<file path="config.mk">
export PLATFORM = sky130hd
export DESIGN_NAME = mdd_driver_mode_decoder
export DESIGN_NICKNAME = d
export VERILOG_FILES = /design/src/rtl/mdd_pkg.sv /design/src/rtl/mdd_driver_mode_decoder.sv
export VERILOG_INCLUDE_DIRS = /design/src /design/src/rtl
export SDC_FILE = /design/constraint.sdc
export NUM_CORES = 1
export LEC_CHECK = 0
export BUFFER_PORTS_ARGS = -buffer_cell sky130_fd_sc_hd__buf_2
export CAP_MARGIN = 5
export CORE_MARGIN = 2
export CORE_UTILIZATION = 43
export DETAILED_ROUTE_END_ITERATION = 12
export HOLD_SLACK_MARGIN = 0.08
export PLACE_DENSITY = 0.72
export SLEW_MARGIN = 20
export SYNTH_ARGS = -nofsm -noshare
export SYNTH_HDL_FRONTEND = slang
export SYNTH_SLANG_ARGS = --single-unit
</file>
<file path="constraint.sdc">
create_clock -name CORE_CLK -period 1.2 [get_ports CORE_CLK]
set_input_delay 0.24 -clock CORE_CLK [delete_from_list [all_inputs] [get_ports CORE_CLK]]
set_output_delay 0.24 -clock CORE_CLK [all_outputs]
set_load 0.03 [all_outputs]
</file>
<file path="src/rtl/mdd_map.svh">
// register offsets, field positions, codes and timing constants for the driver mode decoder
`ifndef MDD_MAP_SVH
`define MDD_MAP_SVH
// apb register byte addresses
`define MDD_CTRL_ADDR      12'h000
`define MDD_STAT_ADDR      12'h004
`define MDD_PHASE_ADDR     12'h008
// control register fields
`define MDD_CTRL_DRV_LSB   0
`define MDD_CTRL_RCV_LSB   4
`define MDD_CTRL_ST_EN_N   8
`define MDD_CTRL_TT_EN_N   9
`define MDD_CTRL_RESET     32'h0000_0300
// driver mode select codes
`define MDD_CODE_OFF       4'h0
`define MDD_CODE_RS232     4'h2
`define MDD_CODE_V35       4'he
`define MDD_CODE_RS422     4'h4
`define MDD_CODE_RS485     4'h5
`define MDD_CODE_RS449     4'hc
`define MDD_CODE_EIA530    4'hd
// charge pump timing
`define MDD_CLK_HZ         10000000
`define MDD_PUMP_HZ        15000
`define MDD_PUMP_DIV       (`MDD_CLK_HZ / (`MDD_PUMP_HZ * 4))
// signalling rate limits, bits per second
`define MDD_DIFF_MAX_BPS   5000000
`define MDD_SE_MAX_BPS     120000
`endif

</file>
<file path="src/rtl/mdd_pkg.sv">
// types shared by the driver mode decoder
package mdd_pkg;
  typedef enum logic [1:0] {DRV_OFF, DRV_SINGLE, DRV_DIFF} mdd_drive_type;
  typedef enum logic [1:0] {PH_NEG_STORE, PH_NEG_XFER, PH_POS_STORE, PH_POS_XFER}
    mdd_phase_type;
  typedef enum logic {SW_STORE, SW_XFER} mdd_switch_type;
endpackage

</file>
<file path="src/rtl/mdd_driver_mode_decoder.sv">
// driver mode decoder with apb registers and charge pump sequencer
//
// The implementer's own choices: the register offsets and the APB register port.
`timescale 1ns/100ps
`include "mdd_map.svh"

module mdd_driver_mode_decoder
  import mdd_pkg::*;
#(
  parameter int PUMP_DIV = `MDD_PUMP_DIV
) (
  // clock and reset
  input  wire logic        CORE_CLK,
  input  wire logic        RESETN,
  // apb slave
  input  wire logic        PSEL,
  input  wire logic        PENABLE,
  input  wire logic        PWRITE,
  input  wire logic [11:0] PADDR,
  input  wire logic [31:0] PWDATA,
  output logic      [31:0] PRDATA,
  output logic             PREADY,
  output logic             PSLVERR,
  // driver pin enables, index 0..6: sd tr rs rl ll st tt; low = driving
  output logic      [6:0]  DRV_INV_OE_N,
  output logic      [6:0]  DRV_NONINV_OE_N,
  // receiver mode passed on to receiver decoder
  output logic      [3:0]  RECEIVER_MODE_SELECT,
  // charge pump phase and switch setting
  output logic      [1:0]  PUMP_PHASE,
  output logic             PUMP_SWITCH_XFER
);

  localparam int NDRV = 7;
  localparam int IDX_SD = 0;
  localparam int IDX_TR = 1;
  localparam int IDX_RS = 2;
  localparam int IDX_RL = 3;
  localparam int IDX_LL = 4;
  localparam int IDX_ST = 5;
  localparam int IDX_TT = 6;

  logic [31:0]   ctrl_q;
  logic [15:0]   div_q;
  logic          tick;
  mdd_phase_type phase_q;
  logic [3:0]    driver_mode_select;
  logic          send_timing_enable_n;
  logic          terminal_timing_enable_n;
  mdd_drive_type drv_type [NDRV];
  logic [6:0]    inv_oe_n_d;
  logic [6:0]    noninv_oe_n_d;
  logic          wr_en;
  logic          rd_en;
  logic          addr_ok;

  // fields of the static selection word
  assign driver_mode_select       = ctrl_q[`MDD_CTRL_DRV_LSB +: 4];
  assign send_timing_enable_n     = ctrl_q[`MDD_CTRL_ST_EN_N];
  assign terminal_timing_enable_n = ctrl_q[`MDD_CTRL_TT_EN_N];

  // role of each driver for a given mode code
  function automatic mdd_drive_type drive_of(input logic [3:0] code, input int idx);
    unique case (code)
      `MDD_CODE_RS232:  drive_of = DRV_SINGLE;
      `MDD_CODE_V35:    drive_of = (idx == IDX_SD || idx == IDX_ST || idx == IDX_TT)
                                   ? DRV_DIFF : DRV_SINGLE;
      `MDD_CODE_RS422,
      `MDD_CODE_RS485:  drive_of = DRV_DIFF;
      `MDD_CODE_RS449,
      `MDD_CODE_EIA530: drive_of = (idx == IDX_RL || idx == IDX_LL)
                                   ? DRV_SINGLE : DRV_DIFF;
      default:          drive_of = DRV_OFF;
    endcase
  endfunction

  // apb access decode; slave answers with no wait states
  assign wr_en   = PSEL && PENABLE && PWRITE;
  assign rd_en   = PSEL && !PENABLE && !PWRITE;
  assign addr_ok = (PADDR == `MDD_CTRL_ADDR) || (PADDR == `MDD_STAT_ADDR) ||
                   (PADDR == `MDD_PHASE_ADDR);

  // control register: the selection word, held until rewritten (no decode latch)
  always_ff @(posedge CORE_CLK) begin
    if (!RESETN) begin
      ctrl_q <= `MDD_CTRL_RESET;
    end else if (wr_en && PADDR == `MDD_CTRL_ADDR) begin
      ctrl_q <= {22'h0, PWDATA[9:0]};
    end
  end

  // ready and error responses
  always_ff @(posedge CORE_CLK) begin
    if (!RESETN) begin
      PREADY  <= 1'b0;
      PSLVERR <= 1'b0;
    end else begin
      PREADY  <= PSEL && !PENABLE;
      PSLVERR <= PSEL && !PENABLE && !addr_ok;
    end
  end

  // read data captured in setup cycle, valid in access phase
  always_ff @(posedge CORE_CLK) begin
    if (!RESETN) begin
      PRDATA <= 32'h0;
    end else if (rd_en) begin
      unique case (PADDR)
        `MDD_CTRL_ADDR:  PRDATA <= ctrl_q;
        `MDD_STAT_ADDR:  PRDATA <= {18'h0, DRV_NONINV_OE_N, DRV_INV_OE_N};
        `MDD_PHASE_ADDR: PRDATA <= {29'h0, PUMP_SWITCH_XFER, PUMP_PHASE};
        default:         PRDATA <= 32'h0;
      endcase
    end
  end

  // per-driver type from the mode code
  always_comb begin
    for (int i = 0; i < NDRV; i++) begin
      drv_type[i] = drive_of(driver_mode_select, i);
    end
  end

  // pin enables: inverted pin for any active type, non-inverted only when differential
  always_comb begin
    for (int i = 0; i < NDRV; i++) begin
      inv_oe_n_d[i]    = (drv_type[i] == DRV_OFF);
      noninv_oe_n_d[i] = (drv_type[i] != DRV_DIFF);
    end
    // timing drivers add their own active-low enable
    if (send_timing_enable_n) begin
      inv_oe_n_d[IDX_ST]    = 1'b1;
      noninv_oe_n_d[IDX_ST] = 1'b1;
    end
    if (terminal_timing_enable_n) begin
      inv_oe_n_d[IDX_TT]    = 1'b1;
      noninv_oe_n_d[IDX_TT] = 1'b1;
    end
  end

  // registered driver enables and receiver mode
  always_ff @(posedge CORE_CLK) begin
    if (!RESETN) begin
      DRV_INV_OE_N         <= 7'h7f;
      DRV_NONINV_OE_N      <= 7'h7f;
      RECEIVER_MODE_SELECT <= 4'h0;
    end else begin
      DRV_INV_OE_N         <= inv_oe_n_d;
      DRV_NONINV_OE_N      <= noninv_oe_n_d;
      RECEIVER_MODE_SELECT <= ctrl_q[`MDD_CTRL_RCV_LSB +: 4];
    end
  end

  // phase tick divider: four phases per pump cycle
  always_ff @(posedge CORE_CLK) begin
    if (!RESETN) begin
      div_q <= 16'h0;
      tick  <= 1'b0;
    end else if (div_q == 16'(PUMP_DIV - 1)) begin
      div_q <= 16'h0;
      tick  <= 1'b1;
    end else begin
      div_q <= div_q + 16'h1;
      tick  <= 1'b0;
    end
  end

  // free-running phase sequencer
  always_ff @(posedge CORE_CLK) begin
    if (!RESETN) begin
      phase_q <= PH_NEG_STORE;
    end else if (tick) begin
      unique case (phase_q)
        PH_NEG_STORE: phase_q <= PH_NEG_XFER;
        PH_NEG_XFER:  phase_q <= PH_POS_STORE;
        PH_POS_STORE: phase_q <= PH_POS_XFER;
        PH_POS_XFER:  phase_q <= PH_NEG_STORE;
      endcase
    end
  end

  // phase outputs; storage phases share one switch setting
  always_ff @(posedge CORE_CLK) begin
    if (!RESETN) begin
      PUMP_PHASE       <= 2'h0;
      PUMP_SWITCH_XFER <= 1'b0;
    end else begin
      PUMP_PHASE       <= phase_q;
      PUMP_SWITCH_XFER <= (phase_q == PH_NEG_XFER) || (phase_q == PH_POS_XFER);
    end
  end

  // rate limits are analog properties; kept here as documentation constants
  localparam int DIFF_MAX_BPS = `MDD_DIFF_MAX_BPS;
  localparam int SE_MAX_BPS   = `MDD_SE_MAX_BPS;

  // assertions
  off_code_a: assert property (@(posedge CORE_CLK) disable iff (!RESETN)
    ($past(driver_mode_select) == `MDD_CODE_OFF) |->
      (DRV_INV_OE_N == 7'h7f && DRV_NONINV_OE_N == 7'h7f))
    else $error("drivers not tri-stated for code zero");
  rs232_mode_a: assert property (@(posedge CORE_CLK) disable iff (!RESETN)
    ($past(driver_mode_select) == `MDD_CODE_RS232) |-> DRV_NONINV_OE_N == 7'h7f)
    else $error("rs-232 drove a non-inverted pin");
  v35_mode_a: assert property (@(posedge CORE_CLK) disable iff (!RESETN)
    ($past(driver_mode_select) == `MDD_CODE_V35) |->
      (DRV_NONINV_OE_N[4:1] == 4'hf && DRV_INV_OE_N[4:0] == 5'h00))
    else $error("v.35 driver roles wrong");
  diff_mode_a: assert property (@(posedge CORE_CLK) disable iff (!RESETN)
    ($past(driver_mode_select) inside {`MDD_CODE_RS422, `MDD_CODE_RS485}) |->
      (DRV_NONINV_OE_N[4:0] == 5'h00 && DRV_INV_OE_N[4:0] == 5'h00))
    else $error("rs-422/485 pair not differential");
  loop_single_a: assert property (@(posedge CORE_CLK) disable iff (!RESETN)
    ($past(driver_mode_select) inside {`MDD_CODE_RS449, `MDD_CODE_EIA530}) |->
      (DRV_NONINV_OE_N[4:3] == 2'h3 && DRV_INV_OE_N[4:3] == 2'h0))
    else $error("loopback drivers not single-ended");
  rs449_diff_a: assert property (@(posedge CORE_CLK) disable iff (!RESETN)
    ($past(driver_mode_select) inside {`MDD_CODE_RS449, `MDD_CODE_EIA530}) |->
      (DRV_NONINV_OE_N[2:0] == 3'h0))
    else $error("rs-449 data drivers not differential");
  st_enable_a: assert property (@(posedge CORE_CLK) disable iff (!RESETN)
    $past(send_timing_enable_n) |-> (DRV_INV_OE_N[IDX_ST] && DRV_NONINV_OE_N[IDX_ST]))
    else $error("send timing driven while disabled");
  tt_enable_a: assert property (@(posedge CORE_CLK) disable iff (!RESETN)
    $past(terminal_timing_enable_n) |-> (DRV_INV_OE_N[IDX_TT] && DRV_NONINV_OE_N[IDX_TT]))
    else $error("terminal timing driven while disabled");
  phase_order_a: assert property (@(posedge CORE_CLK) disable iff (!RESETN)
    tick |=> (phase_q == mdd_phase_type'(2'($past(phase_q) + 2'h1))))
    else $error("pump phase out of order");
  phase_hold_a: assert property (@(posedge CORE_CLK) disable iff (!RESETN)
    !tick |=> $stable(phase_q))
    else $error("pump phase moved without tick");
  switch_same_a: assert property (@(posedge CORE_CLK) disable iff (!RESETN)
    (phase_q == PH_POS_STORE) |=> !PUMP_SWITCH_XFER)
    else $error("phase three switches differ from phase one");

  // the pump cycle closes back on the first phase
  phase_wrap_a: assert property (@(posedge CORE_CLK) disable iff (!RESETN)
    (tick && phase_q == PH_POS_XFER) |=> (phase_q == PH_NEG_STORE))
    else $error("pump phase did not restart after phase four");

  // divider: a tick only ever follows a counter wrap, and never two in a row
  tick_wrap_a: assert property (@(posedge CORE_CLK) disable iff (!RESETN)
    tick |-> (div_q == 16'h0))
    else $error("phase tick without divider wrap");
  tick_single_a: assert property (@(posedge CORE_CLK) disable iff (!RESETN)
    tick |=> !tick)
    else $error("phase tick lasted more than one clock");

  // receiver field is passed on one clock after the selection word
  rcv_copy_a: assert property (@(posedge CORE_CLK) disable iff (!RESETN)
    RECEIVER_MODE_SELECT == $past(ctrl_q[`MDD_CTRL_RCV_LSB +: 4]))
    else $error("receiver mode field not passed on");

  // a control write lands in the selection word at the access edge
  ctrl_write_a: assert property (@(posedge CORE_CLK) disable iff (!RESETN)
    (wr_en && PADDR == `MDD_CTRL_ADDR) |=> (ctrl_q[9:0] == $past(PWDATA[9:0])))
    else $error("control write did not land");

  // single-ended rs-232 still drives the inverted pins of drivers sd through ll
  rs232_inv_a: assert property (@(posedge CORE_CLK) disable iff (!RESETN)
    ($past(driver_mode_select) == `MDD_CODE_RS232) |-> (DRV_INV_OE_N[4:0] == 5'h00))
    else $error("rs-232 inverted pin not driven");

  // codes outside the listed set leave every pin tri-stated
  unlisted_off_a: assert property (@(posedge CORE_CLK) disable iff (!RESETN)
    !($past(driver_mode_select) inside {`MDD_CODE_RS232, `MDD_CODE_V35,
      `MDD_CODE_RS422, `MDD_CODE_RS485, `MDD_CODE_RS449, `MDD_CODE_EIA530}) |->
      (DRV_INV_OE_N == 7'h7f && DRV_NONINV_OE_N == 7'h7f))
    else $error("unlisted code drove a pin");

  // a low enable lets the timing drivers follow the mode
  st_on_a: assert property (@(posedge CORE_CLK) disable iff (!RESETN)
    (!$past(send_timing_enable_n) && $past(driver_mode_select) == `MDD_CODE_RS422) |->
      (!DRV_INV_OE_N[IDX_ST] && !DRV_NONINV_OE_N[IDX_ST]))
    else $error("send timing not driven while enabled");
  tt_on_a: assert property (@(posedge CORE_CLK) disable iff (!RESETN)
    (!$past(terminal_timing_enable_n) && $past(driver_mode_select) == `MDD_CODE_RS422) |->
      (!DRV_INV_OE_N[IDX_TT] && !DRV_NONINV_OE_N[IDX_TT]))
    else $error("terminal timing not driven while enabled");

  // bus answer comes one clock after every setup cycle
  ready_setup_a: assert property (@(posedge CORE_CLK) disable iff (!RESETN)
    (PSEL && !PENABLE) |=> PREADY)
    else $error("no ready after setup cycle");

endmodule

</file>
# ---- Yosys cells after proc, flatten, opt, wreduce, memory -nomap -nowiden
# Index checks and enable logic that the tools add are counted.
dict set report totals {
  output_inout_bits 55
  input_bits 49
  register_bits 82
}
dict set report classes {
  n_eq_ne 15
  bitwise 1
  n_addsub 1
  n_mux 6
  n_reduce_logical 25
}
# op n
set ops {}
lappend ops {{$pmux W14 S3} 1}
lappend ops {{$add A16 B1 Y16 const B} 1}
lappend ops {{$eq A16 B8 Y1 const B} 1}
lappend ops {{$eq A12 B3 Y1 const B} 1}
lappend ops {{$eq A12 B4 Y1 const B} 1}
lappend ops {{$eq A4 B4 Y1 const B} 3}
lappend ops {{$logic_not A12 Y1} 1}
lappend ops {{$pmux W2 S2} 3}
lappend ops {{$reduce_or A2 Y1} 5}
lappend ops {{$eq A4 B3 Y1 const B} 2}
lappend ops {{$logic_not A2 Y1} 4}
lappend ops {{$pmux W2 S4} 1}
lappend ops {{$reduce_or A4 Y1} 2}
lappend ops {{$logic_and A1 B1 Y1} 6}
lappend ops {{$ne A2 B2 Y1 const B} 3}
lappend ops {{$reduce_or A5 Y1} 1}
lappend ops {{$eq A2 B2 Y1 const B} 2}
lappend ops {{$eq A4 B2 Y1 const B} 1}
lappend ops {{$logic_not A1 Y1} 3}
lappend ops {{$logic_or A1 B1 Y1} 3}
lappend ops {{$eq A2 B1 Y1 const B} 1}
lappend ops {{$mux W1} 1}
lappend ops {{$not A1 Y1} 1}

# ---- Longest topological paths before layout
dict set report logic_depth {
  depth_word 5
  depth_mapped 7
  depth_no_buf 6
}

# ---- Least setup slack after synthesis
# Ideal clock, no wire load.
dict set report synth_timing {
  path_type {register to register}
  start {register div_q[2]}
  end {register div_q[15]}
  path_slack_ns -0.168
  synth_period_minus_slack_ns 1.368
  stages_incl_launch_ff 6
  arrival_time_ns 1.298
  path_cell_list {dfxtp_1 > and4_1 > buf_6 > nand4_4 > or3_1 > a21oi_1}
}
dict set report synth_between {
  elab_chain_len 2
  elab_cells_between_ends 3
  cone_classes {add/sub: 1; eq/ne: 1; reduce/logical: 1}
}
# item line
set synth_lines {}
lappend synth_lines {{from (decl)} mdd_driver_mode_decoder.sv:44} ;# logic [15:0] div_q;
lappend synth_lines {{from (signal assigned)} mdd_driver_mode_decoder.sv:163} ;# div_q <= div_q + 16'h1;
lappend synth_lines {{parallel branches: the longest is 2 deep, another holds $add A16 B1 Y16} n/a}
# Parallel ways; which one is timed is not known.
# A chain may end at the register's enable or synchronous reset.

# ---- Worst setup path after layout
dict set report layout_timing {
  start {register div_q[1]}
  end {register div_q[10]}
}
# Same word-level chain as after synthesis.

==> out/qor_table.md <==
| Result | Value | Unit |
| --- | --- | --- |
| Outcome | complete, but fails checks | - |
| Violated checks | setup timing | - |
| Class of the tightest hold or removal check | in2reg | - |
| Starting density of the core | 44.18 | % |
| Final weighted congestion of routability-driven global placement | 0.7666 | - |
| Worst skew pair latency | 0.34 | ns |
| Via-per-instance ratio | 4.750 | - |
| Syn avg cell area | 9.848 | um^2 |
| Fraction of the cycle the final worst path needs | 107.3 | % |
| Initial DRC Count | 60 | - |
| Die extent in x | 81.76 | um |
| Share of synthesized registers carrying an async set or reset | 0 | % |
| Distinct cell type count of the synthesized netlist | 44 | - |
| Final hold violation count | 0 | - |
| Master cell of the clock root buffer | clkbuf_8 | - |
| Htree depth | 3 | - |
| EDFF count, synth | 0 | - |
| Count of nets left with antenna violations after detail routing | 0 | - |
| Number of slew-limit violations in the final report | 0 | - |
| Die Span Y | 81.76 | um |
| Global-route wire length before repair | 8.066 | mm |
| Layout Area Growth over Synthesis | 33.69 | % |
| IR Drop Worst-Case VDD | 0.6633 | mV |
| Full die area | 6685 | um^2 |
| Synthesized area | 2600 | um^2 |
| Multiplexer share of the synthesized area | 8.085 | % |
| Buffers from clock root to sink, at most | 2 | - |
| Setup-violating endpoint count in the final report | 18 | - |
| Met2 usage in global routing | 28.29 | % |
| Critical Path Start Type | register | - |
| Final Total Pwr | 4.180 | mW |
| Final routed wire length divided by cell count | 11.96 | um |
| Sw Ratio | 25.16 | % |
| Port Buf Inserts | 63 | - |
| Post-synthesis sequential area ratio | 46.97 | % |
| Category of the worst setup path capture point | register | - |
| Arithmetic-cell share of the synthesized area counting full adders, half adders and majority gates | 2.887 | % |
| Fmax | 776.5 | MHz |
| Clk sink count | 61 | - |
| Number of remaining DRC errors | 0 | - |
| TritonCTS clock tree | done | - |
| Static leakage | 1.644 | nW |
| TritonCTS Buffers | 9 | - |
| Worst-path maximum fanout | 8 | - |
| Count of vias placed by the detailed router | 2090 | - |
| Nets | 415 | - |
| Antenna violations before repair | 0 | - |
| Logic pwr share | 7.8 | % |
| Pin count of the biggest net entering global routing | 17 | - |
| GRT Total Usage | 15.92 | % |
| Max-cap check violation count | 0 | - |
| P_sw | 1.052 | mW |
| Area of the core | 5886 | um^2 |
| Crit Path Class | reg2reg | - |
| Data arrival time at the worst-slack endpoint | 1.51 | ns |
| Count of inserted antenna diode cells | 0 | - |
| Required time of the critical path | 1.43 | ns |
| HPWL reported at the end of detailed placement | 3.892 | mm |
| Number of detailed-route iterations in the first pass | 4 | - |
| Final WS setup | -0.08789 | ns |
| Internal Power | 3.128 | mW |
| Number of global-route vias before repair | 1878 | - |
| Met3 track demand over resource | 5.714 | % |
| Reg power frac | 48.9 | % |
| Pwr Density | 1202 | nW/um^2 |
| Final Routed Wirelength | 5.261 | mm |
| Tmin final | 1.288 | ns |
| I/O pin count | 104 | - |
| Clock-pin slew on the worst setup and hold paths | 0.07 | ns |
| Dominant combinational cell family by area after synthesis | simple AND/OR/NAND/NOR gates | - |
| Hold_buf cts | 0 | - |
| Row count | 28 | - |
| Number of standard cells after synthesis | 264 | - |
| Synth Warn # | 0 | - |
| Overflow after GRT | 0 | - |
| Layout cells sized above 1 | 41.64 | % |
| Busiest grt layer | met2 | - |
| Worst clock skew on the final layout | 0.01512 | ns |
| Top_reg_cell synth | dfxtp_1 | - |
| Post-layout util | 59.06 | % |
| Number of register bits inferred by synthesis | 61 | - |
| Met1 Track Usage GR | 17.51 | % |
| Unrepaired setup endpoints after global routing | yes | - |
| Parity-gate share of the synthesized area counting xor and xnor cells | 4.042 | % |
| Fraction of the mapped netlist area in compound gates | 7.026 | % |
| Area share of and/or/nand/nor cells after synthesis | 21.90 | % |
| Fraction of power consumed by the clock network | 43.3 | % |
## state kept, by name, summed over array words and instances (netlist names)
name and flops:
PUMP_SWITCH_XFER 1, PREADY 1, phase_q 2, tick 1, PSLVERR 1, PRDATA 13
div_q 16, DRV_NONINV_OE_N 5, PUMP_PHASE 2, DRV_INV_OE_N 5, RECEIVER_MODE_SELECT 4, ctrl_q 10
## per-stage QoR
step / setup slack [ns] / cells / cell area, um^2 / hold slack, ns / TNS, ns
2_1_floorplan: -0.07352 / 281 / 2680 / 0.3651 / -1.029
5_1_grt: -0.1710 / 440 / 3476 / 0.1065 / -2.718
3_3_place_gp: -0.2562 / 422 / 3134 / 0.4336 / -5.485
4_1_cts: -0.09179 / 439 / 3373 / 0.1087 / -1.032
6_report: -0.08789 / 440 / 3476 / 0.1260 / -1.271
3_5_place_dp: -0.3261 / 422 / 3134 / 0.4381 / -7.244
## synthesized netlist by cell type, drive strengths merged (4+ instances only)
cell,n,area share (%)
ha,6,2.9
mux2i,21,8.1
nand3,5,0.96
a2bb2oi,6,2.0
nor4,4,2.1
and2,6,1.4
buf,27,7.7
inv,6,0.87
or3,4,1.2
o21ai,13,2.5
nor2,33,4.8
nand4,9,2.7
xor2,11,3.7
dfxtp,61,47
a21oi,5,0.96
nand2,16,2.4
## worst paths after layout
check / slack (ns) / end / depth (start not counted) / startpoint
worst max-delay path: -0.09 / div_q[10]$_SDFF_PP0_ / 7 / div_q[1]$_SDFF_PP0_
worst min-delay path: 0.13 / ctrl_q[9]$_SDFFE_PN1P_ / 3 / PWDATA[9]
worst max register to register: -0.09 / div_q[10]$_SDFF_PP0_ / 7 / div_q[1]$_SDFF_PP0_
worst min register to register: 0.45 / PRDATA[8]$_SDFFE_PN0P_ / 2 / PRDATA[8]$_SDFFE_PN0P_
## per-layer routing
| metal | wire [um] | up-vias |
|---|---|---|
| li1 | - | 1060 |
| met1 | 2294 | 972 |
| met2 | 2598 | 51 |
| met3 | 317 | 7 |
| met4 | 51 | 0 |
| met5 | 0 | - |
## layout by cell type (no fill, tap or decap), types with 3 or more instances in the layout
cell and instances:
nor4_4 3, dfxtp_2 16, clkbuf_4 4, nand3_1 4
ha_1 5, conb_1 18, a2bb2oi_1 6, nor2_1 33
o21ai_1 9, mux2i_1 21, xor2_1 11, buf_2 56
and2_1 5, or3_1 3, buf_4 35, a22o_1 3
a21oi_1 4, nand2_1 15, o21ai_2 3, clkbuf_8 9
inv_1 4, dfxtp_1 45, nand4_1 8, nand2b_1 3
## final cells by class
cell class                      instances  area [um^2]
Clock inverter                          7        73.82
Clock buffer                            9        123.9
Sequential cell                        61         1241
Tap cell                               75        93.84
Multi-Input combinational cell        184         1291
Inverter                                6        22.52
Fill cell                             497         2410
Timing Repair Buffer                   98        629.4
## power groups by stage
stage          Clock [mW]  Sequential [mW]  Combinational [mW]
2_1_floorplan           0             2.09               0.212
3_3_place_gp            0             2.09               0.299
3_5_place_dp            0             2.09               0.303
4_1_cts              1.86             2.04               0.308
5_1_grt              1.94             2.04               0.353
6_report             1.81             2.04               0.325
## worst max-delay path, cell delays in order, from the launching register on
cell,delay [ns]
dfxtp_2,0.32
inv_2,0.06
ha_4,0.11
nor3b_2,0.15
nand4_1,0.16
nand2_2,0.17
clkbuf_16,0.17
nor2_1,0.04
## kinds of logic after synthesis
kind of cell               count (synthesis)
and+or+nand+nor                           98
DFF                                       61
buffers and inverters                     36
AOI/OAI and AO/OA                         29
muxes                                     21
xor gates and xnor gates                  12
adders and majority gates                  6
other                                      1
## repair_timing
item / in CTS / in global routing
setup endpoints to repair: 20 / 32
gates cloned: 0 / 1
resized for setup: 11 / 24
pin swaps: 6 / 4
buffers inserted: 1 / 0
Note: power is estimated with default switching activity, not from simulation.
